## src/fdc_drive_ctrl_defines.svh

```systemverilog
// Register offsets, field positions and reset values for the drive control registers
`ifndef FDC_DRIVE_CTRL_DEFINES_SVH
`define FDC_DRIVE_CTRL_DEFINES_SVH

// Host I/O addresses (primary base)
`define ADDR_DRIVE_STATUS_B   16'h03F1
`define ADDR_DIGITAL_OUTPUT   16'h03F2
`define ADDR_TAPE_DRIVE       16'h03F3
`define ADDR_DIGITAL_INPUT    16'h03F7

// Digital output register fields
`define DOUT_RESET_VAL        8'h00
`define DOUT_DRV_LO           0
`define DOUT_DRV_HI           1
`define DOUT_SOFT_RST         2
`define DOUT_DMA_EN           3
`define DOUT_MOT0             4
`define DOUT_MOT1             5

// Tape register reset value and implemented width
`define TAPE_RESET_VAL        2'h0

// Software reset pulse time and its cycle count at 50 MHz
`define SOFT_RST_MIN_NS       100
`define CLK_PERIOD_NS         20
`define SOFT_RST_CYCLES       ((`SOFT_RST_MIN_NS + `CLK_PERIOD_NS - 1) / `CLK_PERIOD_NS)

`endif

```

## src/fdc_drive_ctrl_pkg.sv

```systemverilog
// Types shared by the drive control register bank
package fdc_drive_ctrl_pkg;

	// Status presentation modes
	typedef enum logic [1:0] {
		legacy_mode,
		enhanced_status_mode,
		alternate_status_mode
	} status_mode_e;

endpackage

```

## src/floppy_drive_control_regs.sv

```systemverilog
// Drive control and status registers of the floppy controller
`timescale 1ns/1ps
`include "fdc_drive_ctrl_defines.svh"

// Functional notes
// Enhanced bit 1 mirrors motor-1 output
// Enhanced bit 2 shows live write gate
// Enhanced bits 3,4 toggle on data edges
// Enhanced bit 5 reflects drive-select bit 0
// Enhanced bits 6,7 always read one
// Alternate bits 0,1 unsupported, read one; bit 7 shows second-drive sense
// Alternate bit 2 latches write gate rise
// Alternate bit 3 latches read-data trailing edge
// Alternate bit 4 latches write-data trailing edge
// Alternate bits 5,6 show active-low selects
// Output register zero on hardware reset only
// Bits 1:0 binary drive number, one select
// Bit 2 low holds controller in reset
// Back-to-back clear/set writes give valid reset
// Bit 3 gates DMA and interrupt pins
// Enhanced mode keeps pins enabled, clears bit
// Bits 4,5 drive motor outputs 0,1
// Host writes 1C or 2D to start drive
// Tape register bits 1:0 pick tape drive
// Tape bits 7:2 undriven, software reset ignored
// Normal decode of selects and motors
// Swapped decode exchanges drives 0 and 1
// Legacy mode status read leaves bus undriven
// Mode and swap come from stable inputs
// Drive signals synchronised before edge detection
module floppy_drive_control_regs (
	// Clock and hardware reset
	input  wire logic                             clk_sys,
	input  wire logic                             reset,
	// Configuration straps
	input  wire fdc_drive_ctrl_pkg::status_mode_e status_mode,
	input  wire logic                             swap_drives,
	// Host I/O bus
	input  wire logic [15:0]                      io_addr,
	input  wire logic                             io_rd,
	input  wire logic                             io_wr,
	input  wire logic [7:0]                       io_wdata,
	output logic      [7:0]                       io_rdata,
	output logic      [7:0]                       io_rdata_oe,
	// Drive interface inputs and observed outputs
	input  wire logic                             read_data_n,
	input  wire logic                             write_data_n,
	input  wire logic                             write_gate,
	input  wire logic                             second_drive_present_n,
	// Drive interface outputs
	output logic                                  drive_sel_0_n,
	output logic                                  drive_sel_1_n,
	output logic                                  motor_on_0_n,
	output logic                                  motor_on_1_n,
	// Controller control
	output logic                                  ctrl_reset,
	output logic                                  dma_irq_pins_en
);

	localparam logic [7:0] RESET_CYC = 8'(`SOFT_RST_CYCLES);

	logic [7:0] digital_output;          // Host control register
	logic [1:0] tape_drive_assign;       // Tape drive number
	logic       tog_rd;                  // Read data toggle
	logic       tog_wr;                  // Write data toggle
	logic       lat_wg;                  // Latched write gate
	logic       lat_rd;                  // Latched read data
	logic       lat_wr;                  // Latched write data
	logic [7:0] next_digital_output;
	logic [1:0] next_tape_drive_assign;
	logic       next_tog_rd;
	logic       next_tog_wr;
	logic       next_lat_wg;
	logic       next_lat_rd;
	logic       next_lat_wr;
	logic [7:0] next_io_rdata;
	logic [7:0] next_io_rdata_oe;
	logic       dsel0_n_c;
	logic       dsel1_n_c;
	logic       mot0_n_c;
	logic       mot1_n_c;
	logic       wg_level;
	logic       wg_rise;
	logic       rd_rise;
	logic       wr_rise;
	logic       drv2_level;
	logic       is_enh;
	logic       is_alt;
	logic       dir_read;
	logic [7:0] status_val;
	logic [7:0] rst_cnt;                 // Remaining stretch of the soft reset
	logic [7:0] next_rst_cnt;
	logic       next_ctrl_reset;
	logic       next_pins_en;

	// Drive pins are asynchronous to the bus clock: sync then edge-detect
	sync_edge u_sync_wg (
		.clk_sys  (clk_sys),
		.reset    (reset),
		.async_in (write_gate),
		.level    (wg_level),
		.rise     (wg_rise),
		.fall     ()
	);
	sync_edge u_sync_rd (
		.clk_sys  (clk_sys),
		.reset    (reset),
		.async_in (read_data_n),
		.level    (),
		.rise     (rd_rise),
		.fall     ()
	);
	sync_edge u_sync_wr (
		.clk_sys  (clk_sys),
		.reset    (reset),
		.async_in (write_data_n),
		.level    (),
		.rise     (wr_rise),
		.fall     ()
	);
	sync_edge u_sync_drv2 (
		.clk_sys  (clk_sys),
		.reset    (reset),
		.async_in (second_drive_present_n),
		.level    (drv2_level),
		.rise     (),
		.fall     ()
	);

	// Drive select and motor decode
	drive_decode u_decode (
		.drive_num     (digital_output[`DOUT_DRV_HI:`DOUT_DRV_LO]),
		.motor_bit_0   (digital_output[`DOUT_MOT0]),
		.motor_bit_1   (digital_output[`DOUT_MOT1]),
		.swap_drives   (swap_drives),
		.drive_sel_0_n (dsel0_n_c),
		.drive_sel_1_n (dsel1_n_c),
		.motor_on_0_n  (mot0_n_c),
		.motor_on_1_n  (mot1_n_c)
	);

	// Mode decode; straps are assumed static while running
	assign is_enh   = (status_mode == fdc_drive_ctrl_pkg::enhanced_status_mode);
	assign is_alt   = (status_mode == fdc_drive_ctrl_pkg::alternate_status_mode);
	assign dir_read = io_rd & (io_addr == `ADDR_DIGITAL_INPUT);

	// Status register image; reads the registered pin levels
	always_comb begin
		status_val = 8'h00;
		if (is_alt) begin
			status_val[0] = 1'b1;
			status_val[1] = 1'b1;
			status_val[2] = lat_wg;
			status_val[3] = lat_rd;
			status_val[4] = lat_wr;
			status_val[5] = drive_sel_0_n;
			status_val[6] = drive_sel_1_n;
			status_val[7] = drv2_level;
		end else begin
			status_val[0] = ~motor_on_0_n;
			status_val[1] = ~motor_on_1_n;
			status_val[2] = wg_level;
			status_val[3] = tog_rd;
			status_val[4] = tog_wr;
			status_val[5] = digital_output[`DOUT_DRV_LO];
			status_val[6] = 1'b1;
			status_val[7] = 1'b1;
		end
	end

	// Next values for registers, status flops and read data
	always_comb begin
		next_digital_output    = digital_output;
		next_tape_drive_assign = tape_drive_assign;
		next_tog_rd            = tog_rd ^ rd_rise;
		next_tog_wr            = tog_wr ^ wr_rise;
		// Latched bits: a set in the clearing cycle wins
		next_lat_wg = wg_rise | (lat_wg & ~dir_read);
		next_lat_rd = rd_rise | (lat_rd & ~dir_read);
		next_lat_wr = wr_rise | (lat_wr & ~dir_read);
		next_io_rdata    = 8'h00;
		next_io_rdata_oe = 8'h00;
		// Stretch the controller reset: a clear/set write pair still spans 100 ns
		if (!digital_output[`DOUT_SOFT_RST]) begin
			next_rst_cnt = RESET_CYC - 8'h01;
		end else if (rst_cnt != 8'h00) begin
			next_rst_cnt = rst_cnt - 8'h01;
		end else begin
			next_rst_cnt = 8'h00;
		end
		next_ctrl_reset = !digital_output[`DOUT_SOFT_RST] || (rst_cnt != 8'h00);
		next_pins_en    = is_enh | digital_output[`DOUT_DMA_EN];
		// Writes accepted at any time, even during soft reset
		if (io_wr && io_addr == `ADDR_DIGITAL_OUTPUT) begin
			next_digital_output = io_wdata;
		end else if (io_wr && io_addr == `ADDR_TAPE_DRIVE) begin
			next_tape_drive_assign = io_wdata[1:0];
		end
		// Enhanced mode forces the enable bit clear during soft reset
		if (is_enh && !next_digital_output[`DOUT_SOFT_RST]) begin
			next_digital_output[`DOUT_DMA_EN] = 1'b0;
		end
		// Read decode; legacy status read and unmapped leave bus undriven
		if (io_rd && io_addr == `ADDR_DRIVE_STATUS_B) begin
			if (!(is_enh || is_alt)) begin
				next_io_rdata_oe = 8'h00;
			end else begin
				next_io_rdata    = status_val;
				next_io_rdata_oe = 8'hFF;
			end
		end else if (io_rd && io_addr == `ADDR_DIGITAL_OUTPUT) begin
			next_io_rdata    = digital_output;
			next_io_rdata_oe = 8'hFF;
		end else if (io_rd && io_addr == `ADDR_TAPE_DRIVE) begin
			next_io_rdata    = {6'h00, tape_drive_assign};
			next_io_rdata_oe = 8'h03;
		end
	end

	// Hardware reset only; soft reset never reaches these flops
	always_ff @(posedge clk_sys) begin
		if (reset) begin
			digital_output    <= `DOUT_RESET_VAL;
			tape_drive_assign <= `TAPE_RESET_VAL;
			tog_rd            <= 1'b0;
			tog_wr            <= 1'b0;
			lat_wg            <= 1'b0;
			lat_rd            <= 1'b0;
			lat_wr            <= 1'b0;
			io_rdata          <= 8'h00;
			io_rdata_oe       <= 8'h00;
			drive_sel_0_n     <= 1'b1;
			drive_sel_1_n     <= 1'b1;
			motor_on_0_n      <= 1'b1;
			motor_on_1_n      <= 1'b1;
			ctrl_reset        <= 1'b1;
			rst_cnt           <= 8'h00;
		end else begin
			digital_output    <= next_digital_output;
			tape_drive_assign <= next_tape_drive_assign;
			tog_rd            <= next_tog_rd;
			tog_wr            <= next_tog_wr;
			lat_wg            <= next_lat_wg;
			lat_rd            <= next_lat_rd;
			lat_wr            <= next_lat_wr;
			io_rdata          <= next_io_rdata;
			io_rdata_oe       <= next_io_rdata_oe;
			drive_sel_0_n     <= dsel0_n_c;
			drive_sel_1_n     <= dsel1_n_c;
			motor_on_0_n      <= mot0_n_c;
			motor_on_1_n      <= mot1_n_c;
			rst_cnt           <= next_rst_cnt;
			ctrl_reset        <= next_ctrl_reset;
		end
	end

	// Pin enable skips hardware reset so enhanced mode keeps the pins live
	always_ff @(posedge clk_sys) begin
		dma_irq_pins_en <= next_pins_en;
	end
endmodule

```

## src/sync_edge.sv

```systemverilog
// Two-flop synchroniser with rising and falling edge pulses
`timescale 1ns/1ps

module sync_edge (
	// Clock and reset
	input  wire logic clk_sys,
	input  wire logic reset,
	// Asynchronous level in
	input  wire logic async_in,
	// Synchronised level and edge pulses
	output logic      level,
	output logic      rise,
	output logic      fall
);

	logic stage_a;      // First flop, read only by stage_b
	logic stage_b;      // Second flop, safe to use
	logic stage_c;      // Delayed copy for edge detection
	logic next_stage_a;
	logic next_stage_b;
	logic next_stage_c;
	logic [2:0] fill;   // Marks which flops hold real pin data since reset
	logic [2:0] next_fill;

	// Next values of the shift chain
	always_comb begin
		next_stage_a = async_in;
		next_stage_b = stage_a;
		next_stage_c = stage_b;
		next_fill    = {fill[1:0], 1'b1};
	end

	// Register the chain; reset to idle low
	always_ff @(posedge clk_sys) begin
		if (reset) begin
			stage_a <= 1'b0;
			stage_b <= 1'b0;
			stage_c <= 1'b0;
			fill    <= 3'h0;
		end else begin
			stage_a <= next_stage_a;
			stage_b <= next_stage_b;
			stage_c <= next_stage_c;
			fill    <= next_fill;
		end
	end

	// Edges come from the settled flops only; held off until the chain is
	// refilled, else a pin idling high would give a false edge after reset
	assign level = stage_b;
	assign rise  = fill[2] & stage_b & ~stage_c;
	assign fall  = fill[2] & ~stage_b & stage_c;

endmodule

```

## src/drive_decode.sv

```systemverilog
// Two-drive select and motor decode, normal or swapped
`timescale 1ns/1ps

module drive_decode (
	// Control bits from the digital output register
	input  wire logic [1:0] drive_num,
	input  wire logic       motor_bit_0,
	input  wire logic       motor_bit_1,
	input  wire logic       swap_drives,
	// Active-low drive outputs
	output logic            drive_sel_0_n,
	output logic            drive_sel_1_n,
	output logic            motor_on_0_n,
	output logic            motor_on_1_n
);

	logic sel_a;  // Logical drive 0 selected with its motor on
	logic sel_b;  // Logical drive 1 selected with its motor on

	// Decode drive number against the matching motor bit
	always_comb begin
		sel_a = (drive_num == 2'b00) & motor_bit_0;
		sel_b = (drive_num == 2'b01) & motor_bit_1;
		if (swap_drives) begin
			// Swapped wiring exchanges drives 0 and 1
			drive_sel_0_n = ~sel_b;
			drive_sel_1_n = ~sel_a;
			motor_on_0_n  = ~motor_bit_1;
			motor_on_1_n  = ~motor_bit_0;
		end else begin
			drive_sel_0_n = ~sel_a;
			drive_sel_1_n = ~sel_b;
			motor_on_0_n  = ~motor_bit_0;
			motor_on_1_n  = ~motor_bit_1;
		end
	end

endmodule

```

## config.mk

```make
export PLATFORM = sky130hd
export DESIGN_NAME = floppy_drive_control_regs
export DESIGN_NICKNAME = d
export VERILOG_FILES = /design/src/fdc_drive_ctrl_pkg.sv /design/src/floppy_drive_control_regs.sv /design/src/sync_edge.sv /design/src/drive_decode.sv
export VERILOG_INCLUDE_DIRS = /design/src
export SDC_FILE = /design/constraint.sdc
export NUM_CORES = 1
export LEC_CHECK = 0
export BUFFER_PORTS_ARGS = -buffer_cell sky130_fd_sc_hd__buf_2
export CAP_MARGIN = 20
export CORE_ASPECT_RATIO = 1.1
export CORE_MARGIN = 4
export CORE_UTILIZATION = 55
export CTS_BUF_LIST = sky130_fd_sc_hd__clkbuf_16
export DETAILED_ROUTE_END_ITERATION = 8
export GPL_TIMING_DRIVEN = 0
export PLACE_DENSITY = 0.82
export SETUP_SLACK_MARGIN = 0.5
export SLEW_MARGIN = 20
export SYNTH_ARGS = -nofsm -noshare
export SYNTH_HDL_FRONTEND = slang
export SYNTH_SLANG_ARGS = --single-unit
```

## constraint.sdc

```tcl
create_clock -name clk_sys -period 4.15 [get_ports clk_sys]
set_input_delay 0.83 -clock clk_sys [delete_from_list [all_inputs] [get_ports clk_sys]]
set_output_delay 0.83 -clock clk_sys [all_outputs]
set_load 0.01 [all_outputs]
```

# After elaboration in Yosys (flattened, before gate mapping)
# Index checks and enable logic that the tools add are counted.
[word_totals] out_inout_bits=22 ff_bits=65 inputBits=35
[classes] n_addsub=1 n_reduce_logical=15 muxes=19 n_eq_ne=7 bitwise=31
[ops] operator="equality test 16 x 10 -> 1 bit, second input constant" n=4
[ops] operator="two-way mux 8 bit" n=7
[ops] operator="NOT 1 bit" n=13
[ops] operator="AND 1 bit" n=12
[ops] operator="two-way mux 3 bit" n=3
[ops] operator="nonzero test 8 bit" n=1
[ops] operator="subtractor 8 x 1 -> 8 bit, second input constant" n=1
[ops] operator="two-way mux 1 bit" n=7
[ops] operator="logical AND 1 bit" n=6
[ops] operator="equality test 2 x 1 -> 1 bit, second input constant" n=2
[ops] operator="two-way mux 2 bit" n=2
[ops] operator="OR 1 bit" n=4
[ops] operator="OR reduction 3 bit" n=1
[ops] operator="equality test 2 bit, second input constant" n=1
[ops] operator="logical NOT 1 bit" n=2
[ops] operator="logical NOT 2 bit" n=1
[ops] operator="logical OR 1 bit" n=2
[ops] operator="AND reduction 2 bit" n=1
[ops] operator="OR reduction 2 bit" n=1
[ops] operator="XOR 1 bit" n=2

# Longest topological paths before layout
# Gate-level depths: netlist (run 1).
[logic_depth] depth_word=6 ltp_mapped=7 depth_no_buf=6

# By module
# From an unflattened synthesis (run 1), not the netlist that was laid out.
[hier_totals] hier_cells=260 area_unflattened_um2=2508.7
[modules_own_cells] module="floppy_drive_control_regs" seq_area_each_um2=780.7 n_inst=1 cells_each=197 area_per_inst_um2=1762.9
[modules_own_cells] module="sync_edge" seq_area_each_um2=120.1 n_inst=4 cells_each=14 area_per_inst_um2=172.7
[modules_own_cells] module="drive_decode" seq_area_each_um2=0.0 n_inst=1 cells_each=7 area_per_inst_um2=55.1

# Worst setup path after synthesis (run 1)
# OpenSTA, ideal clock, no wires.
[synth_path] path_type="input to register" from="input port io_addr[14]" to="register digital_output[2]" setup_time_ns=0.132 cell_stages=5 required_time_ns=4.018 t_arrival_ns=1.836 slack_ns=2.181 cell_sequence="nand4bb_4 -> or4_1 -> buf_2 -> o21ai_0 -> a21oi_1"
[synth_between] elab_chain_cells=3
[synth_lines] item="from (decl)" line="floppy_drive_control_regs.sv:39" text="input wire logic [15:0] io_addr,"
[synth_lines] item="equality test 16 x 10 -> 1 bit (no line)"
[synth_lines] item="logical AND 1 bit (no line)"
[synth_lines] item="two-way mux 3 bit" line="floppy_drive_control_regs.sv:194" text="if (io_wr && io_addr == `ADDR_DIGITAL_OUTPUT) begin"
[synth_lines] item="to (signal assigned)" line="floppy_drive_control_regs.sv:223" text="digital_output <= `DOUT_RESET_VAL;"
[synth_lines] item="to (signal assigned)" line="floppy_drive_control_regs.sv:239" text="digital_output <= next_digital_output;"
[synth_lines] item="to (decl)" line="floppy_drive_control_regs.sv:62" text="logic [7:0] digital_output;"
# Every way passes these cells.
# A chain may end at the register's enable or synchronous reset.

# Worst setup path after layout (run 1)
[layout_path] from="input port io_addr[10]" to="register digital_output[2]"
# The elaborated chain is that of the path after synthesis.

==> results of run 1 <==
-- sequential cells by signal (all words and copies together) (netlist names), 2 cells and up --
register	flops
io_rdata	8
io_rdata_oe	2
u_sync_wr.fill	3
rst_cnt	8
digital_output	8
tape_drive_assign	2
-- cells by family after synthesis --
family	count (synthesis)	synth area share, %
muxes	5	2.46
adders and majority gates	4	2.24
xor gates and xnor gates	8	3.14
buffers and inverters	29	7.00
DFF	53	47.5
AOI/OAI and AO/OA	44	11.6
and+or+nand+nor	96	26.1
-- Yosys cell counts (5+ instances only) --
| cell type | n | area share [%] |
|---|---|---|
| nand2b_1 | 5 | 1.4 |
| buf_4 | 8 | 2.7 |
| nor2_1 | 15 | 2.5 |
| nand2_1 | 12 | 2.0 |
| o21ai_0 | 8 | 1.8 |
| a21oi_1 | 24 | 5.4 |
| nor2b_1 | 13 | 3.6 |
| nand3_1 | 27 | 6.1 |
| clkbuf_1 | 8 | 1.3 |
| inv_1 | 9 | 1.5 |
| dfxtp_1 | 53 | 48 |
| xor2_1 | 6 | 2.4 |
-- path summary, 6_finish.rpt --
check / start / cells past startpoint / slack (ns) / end
min reg2reg: u_sync_rd.next_stage_b / 1 / 0.44 / u_sync_rd.level
max reg2reg: rst_cnt[5] / 3 / 2.70 / ctrl_reset
min: u_sync_rd.next_stage_b / 1 / 0.44 / u_sync_rd.level
max: io_addr[10] / 5 / 2.07 / digital_output[2]
-- power by group through the flow --
stage	combinational, uW	sequential (uW)	clock, uW
after floorplan	30.6	530	0
after global placement	56.4	530	0
after detailed placement	57.6	530	0
after CTS	58.3	519	459
after global routing	64.7	519	480
final	58.5	519	450
-- cell type report --
| type | instances | area, um2 | share of cell area (%) |
|---|---|---|---|
| flip-flops and latches | 53 | 1060 | 38.8 |
| multi-input cells | 157 | 1020 | 37.2 |
| repair buffers | 54 | 270 | 9.89 |
| clock buffers | 5 | 125 | 4.58 |
| plain buffers | 20 | 123 | 4.49 |
| well taps | 52 | 65.1 | 2.38 |
| clock inverters | 3 | 37.5 | 1.37 |
| inverters | 9 | 33.8 | 1.24 |
-- critical path: stages --
cell and delay [ns]:
buf_2 0.11, nor4_4 0.45, nand4b_1 0.41, o21ai_0 0.33, a21oi_1 0.10
-- per-layer routing --
metal	vias up	share of wire, %	track usage [%]
met2	86	50	34.5
met1	837	39	22.9
li1	944	-	-
met4	0	1.4	7.79
met5	-	0	0
met3	7	8.6	4.93
-- through the flow --
| stage | total power, uW | cell area [um2] |
|---|---|---|
| after floorplan | 560 | 2230 |
| after global placement | 586 | 2570 |
| after detailed placement | 588 | 2570 |
| after CTS | 1040 | 2730 |
| after global routing | 1060 | 2730 |
| final | 1030 | 2730 |
-- cells in the final DEF (no fill, tap or decap), types with 3 or more instances in the layout --
| cell type | netlist | routed |
|---|---|---|
| o21ai_1 | 4 | 4 |
| ha_1 | 4 | 4 |
| nand2_1 | 12 | 12 |
| nor2b_1 | 13 | 13 |
| nor2_1 | 15 | 15 |
| nor3_1 | 3 | 3 |
| a41o_1 | 3 | 3 |
| o21ai_0 | 8 | 8 |
| dfxtp_1 | 53 | 53 |
| inv_1 | 9 | 10 |
| a21oi_1 | 24 | 24 |
| buf_4 | 8 | 8 |
| nand2b_1 | 5 | 5 |
| xor2_1 | 6 | 6 |
| nand3b_1 | 3 | 3 |
| mux2_2 | 4 | 4 |
| buf_2 | 2 | 56 |
| clkbuf_16 | 0 | 5 |
| clkbuf_1 | 8 | 8 |
| nand3_1 | 27 | 27 |
==> impl_metrics.ini, run 1 <==
[detailed_routing]
viasPerCell = 5.31
drt_iter0_drc = 116
ant_nets = 0
drc = 0
vias = 1874
routedWlPerCell_um = 13.5
wirelength_um = 4780
dr.pass1.iters = 4

[global_routing]
grt_pass1_vias = 1693
grt-ovfl-total = 0
grt_pass1_wl_um = 7570
grt_use_total_pct = 19.7
grt_max_degree = 16
antenna_found_initial = 0

[place]
place_ws_ns = 1.90
dp.cells = 345
gp_congestion = 0.877
dpl.hpwl_um = 3480
portBuffers = 54

[die]
ioPinCount = 57
die-width_um = 68.8
num_rows = 24
initial_core_util_pct = 56.8
chipHeight_um = 74.8
core_um2 = 3930
dieArea_um2 = 5150

[timing]
worst_pin_slew_ns = 0.668
final-setup-viol-count = 0
whs_ns = 0.444
finalCriticalPeriod_ns = 2.08
fin_worst_skew_ns = 0.00401
grt_setup_unrepaired = no
fin_setup_tns_ns = 0
relSlewSlack_pct = 55.1
layout_setup_ws_ns = 2.07
fin_crit_sh_pct = 50.1
drv_slew = 0
hold_violations = 0
timing.fmax_mhz = 481

[yosys]
ys.flop_type = dfxtp_1
ys_seq_area_share_pct = 47.5
syn_area_per_cell_um2 = 9.34
synth_cells = 239
synth-edff-count = 0
synth_cell_types = 40
synth_nets = 278
synth_seq_cells = 53
synth_area_um2 = 2230
yosys_warnings = 0
async_flop_share_pct = 0

[worst_setup_path]
crit_arrival_ns = 2.23
crit_path_end_kind = register
cp-start-kind = primary input
worstSetupPathType = primary input to register
worstPathMaxFanout = 8
required_ns = 4.31

[power_and_ir_drop]
sw_frac_of_total_pct = 19.9
power_frac_seq_pct = 50.5
p_sw_uw = 204
power_density_nw_per_um2 = 376
vdd_ir_drop_max_v = 0.000308
combPwrFrac_pct = 5.7
power_frac_clock_pct = 43.8
p_int_uw = 823
p_leak_uw = 0.00115

[final_layout]
antenna_cells = 0
layoutNonFillerInstCount = 353
nets = 339
fill_cells = 331
drive_above_1_share_pct = 27.6
area.growth.synth_to_final_pct = 22.3
final_util_pct = 69.4

[clocking]
htree_levels = 2
cts.path.max_buffers = 2
clock_latency_ns = 0.29
clock_sinks = 53
post_cts_buffers = 0
cts_tree = yes
cts_hold_buf = 0
root_buffer = clkbuf_16
cts_resized = 0
cts_buffers = 5
path_clk_slew_ns = 0.07

[status]
status = finished clean

[job]
cap_violations = 0

[hold_path]
min_path_type = register to register
(Power assumes the default switching activity.)
==> run 2: changes to the inputs <==
- CORE_UTILIZATION: 55 -> 52
- PLACE_DENSITY: 0.82 -> 0.79
- clock period: 4.15 -> 2 ns (I/O delays scaled with it)
==> impl_metrics.ini, run 2 (synthesis gave the netlist of run 1 again) <==
[worst_setup_path]
rr_startpoint = rst_cnt[5]
rr_worst_depth = 3
worstPathMaxFanout = 10
rr_endpoint = ctrl_reset
crit_path_end_kind = register
required_ns = 2.15
worstSetupStartpoint = io_addr[14]
cp-start-kind = primary input
worstSetupPathType = primary input to register
reg2reg_slack_ns = 0.57
crit_arrival_ns = 1.59

[job]
cap_violations = 0

[timing]
drv_slew = 0
final-setup-viol-count = 0
fin_worst_skew_ns = 0.00753
fin_crit_sh_pct = 71.8
finalCriticalPeriod_ns = 1.44
grt_setup_unrepaired = yes
whs_ns = 0.317
worst_pin_slew_ns = 0.486
relSlewSlack_pct = 67.6
timing.fmax_mhz = 696
fin_setup_tns_ns = 0
hold_violations = 0

[detailed_routing]
ant_nets = 0
viasPerCell = 5.34
drt_iter0_drc = 134
dr.pass1.iters = 4
routedWlPerCell_um = 13.8
wirelength_um = 4930
vias = 1910
drc = 0

[global_routing]
grt_use_total_pct = 18.3
antenna_found_initial = 0
grt_pass1_vias = 1791
grt-ovfl-total = 0
grt_pass1_wl_um = 8110
grt_max_degree = 17

[clocking]
cts_hold_buf = 0
clock_sinks = 53
htree_levels = 2
path_clk_slew_ns = 0.07
cts_tree = yes
clock_latency_ns = 0.29
cts_buffers = 5
root_buffer = clkbuf_16
cts.path.max_buffers = 2

[final_layout]
fill_cells = 358
final_cell_mix = 55 x buf_2, 53 x dfxtp_1, 27 x nand3_1
multiInputGateArea_um2 = 1030
antenna_cells = 0
area.growth.synth_to_final_pct = 25.0
layout_commonest_cell = buf_2
drive_above_1_share_pct = 30.1
top_regs = digital_output (8), io_rdata (8), rst_cnt (8)
nets = 344
regArea_um2 = 1060

[hold_path]
hold_depth = 2
min_path_type = primary input to register
worstHoldStart = write_gate
whs_endpoint = u_sync_wg.next_stage_b

[die]
initial_core_util_pct = 55.1
core_um2 = 4050
ioPinCount = 57
dieArea_um2 = 5410
num_rows = 24
chipHeight_um = 76.7
die-width_um = 70.5

[power_and_ir_drop]
vdd_ir_drop_max_v = 0.000487
p_leak_uw = 0.00118
power_density_nw_per_um2 = 774

[place]
dpl.hpwl_um = 3470
gp_congestion = 0.838
portBuffers = 54

[status]
status = finished clean
==> run 2: cell types whose count changed in the layout (fill, tap and decap cells not counted) <==
cell,change
buf_4,+6
o21ai_0,-2
o21ai_1,+2
buf_2,-1
clkbuf_1,-1
clkbuf_2,+1
clkinv_1,-1
clkinv_4,+1
nor2_1,-1
nor2_4,+1
nor4_1,-1
nor4_2,+1
==> run 2: final cells by class <==
class	instances	area share, %
multi-input combinational	157	36.9
sequential	53	38.0
buffer	20	4.53
clock inverter	3	1.52
clock buffer	5	4.48
inverter	9	1.21
timing repair buffer	59	11.0
tap	52	2.33
==> run 2: worst max-delay path by stage <==
stage	end	cells past startpoint	slack, ns
after global routing	ctrl_reset	3	0.41
final	digital_output[2]	6	0.56
after detailed placement	io_rdata[1]	6	0.16
after floorplan	digital_output[2]	5	0.46
after CTS	ctrl_reset	3	0.50
after global placement	digital_output[2]	5	0.20
==> run 2: what timing repair did <==
| item | in CTS | in global routing |
|---|---|---|
| pin swaps | 2 | 1 |
| cloned | 0 | 0 |
| setup buffers | 4 | 1 |
| setup endpoints to repair | 8 | 21 |
| gates resized for setup | 0 | 8 |
==> run 2: layer usage <==
layer | global-route usage, % | up-vias | wire length, um | share of wire (%)
li1 | - | 948 | - | -
met1 | 22.1 | 881 | 1960 | 40
met2 | 31.7 | 69 | 2520 | 51
met3 | 3.66 | 12 | 364 | 7.4
met4 | 6.90 | 0 | 95 | 1.9
met5 | 0 | - | 0 | 0
==> run 2: critical path, stage by stage <==
cell       delay (ns)
buf_2            0.09
nand4bb_4        0.24
or4_1            0.40
buf_2            0.20
o21ai_0          0.17
a21oi_1          0.08
==> run 2: where the power goes <==
group	switching, uW	internal, uW	total (uW)
combinational	67.5	58.8	126
clock	371	588	959
sequential	6.23	1070	1080
total	445	1720	2160
==> run 2: stage by stage <==
step / setup WS, ns / utilization (%) / instance area [um2] / cells / total power (uW)
after floorplan: 0.461 / - / 2230 / 239 / 1160
after global placement: 0.204 / 63.4 / 2570 / 345 / 1220
after detailed placement: 0.156 / 63.4 / 2570 / 345 / 1220
after CTS: 0.503 / 68.2 / 2770 / 357 / 2160
after global routing: 0.412 / 68.9 / 2790 / 358 / 2240
final: 0.563 / 68.9 / 2790 / 358 / 2160
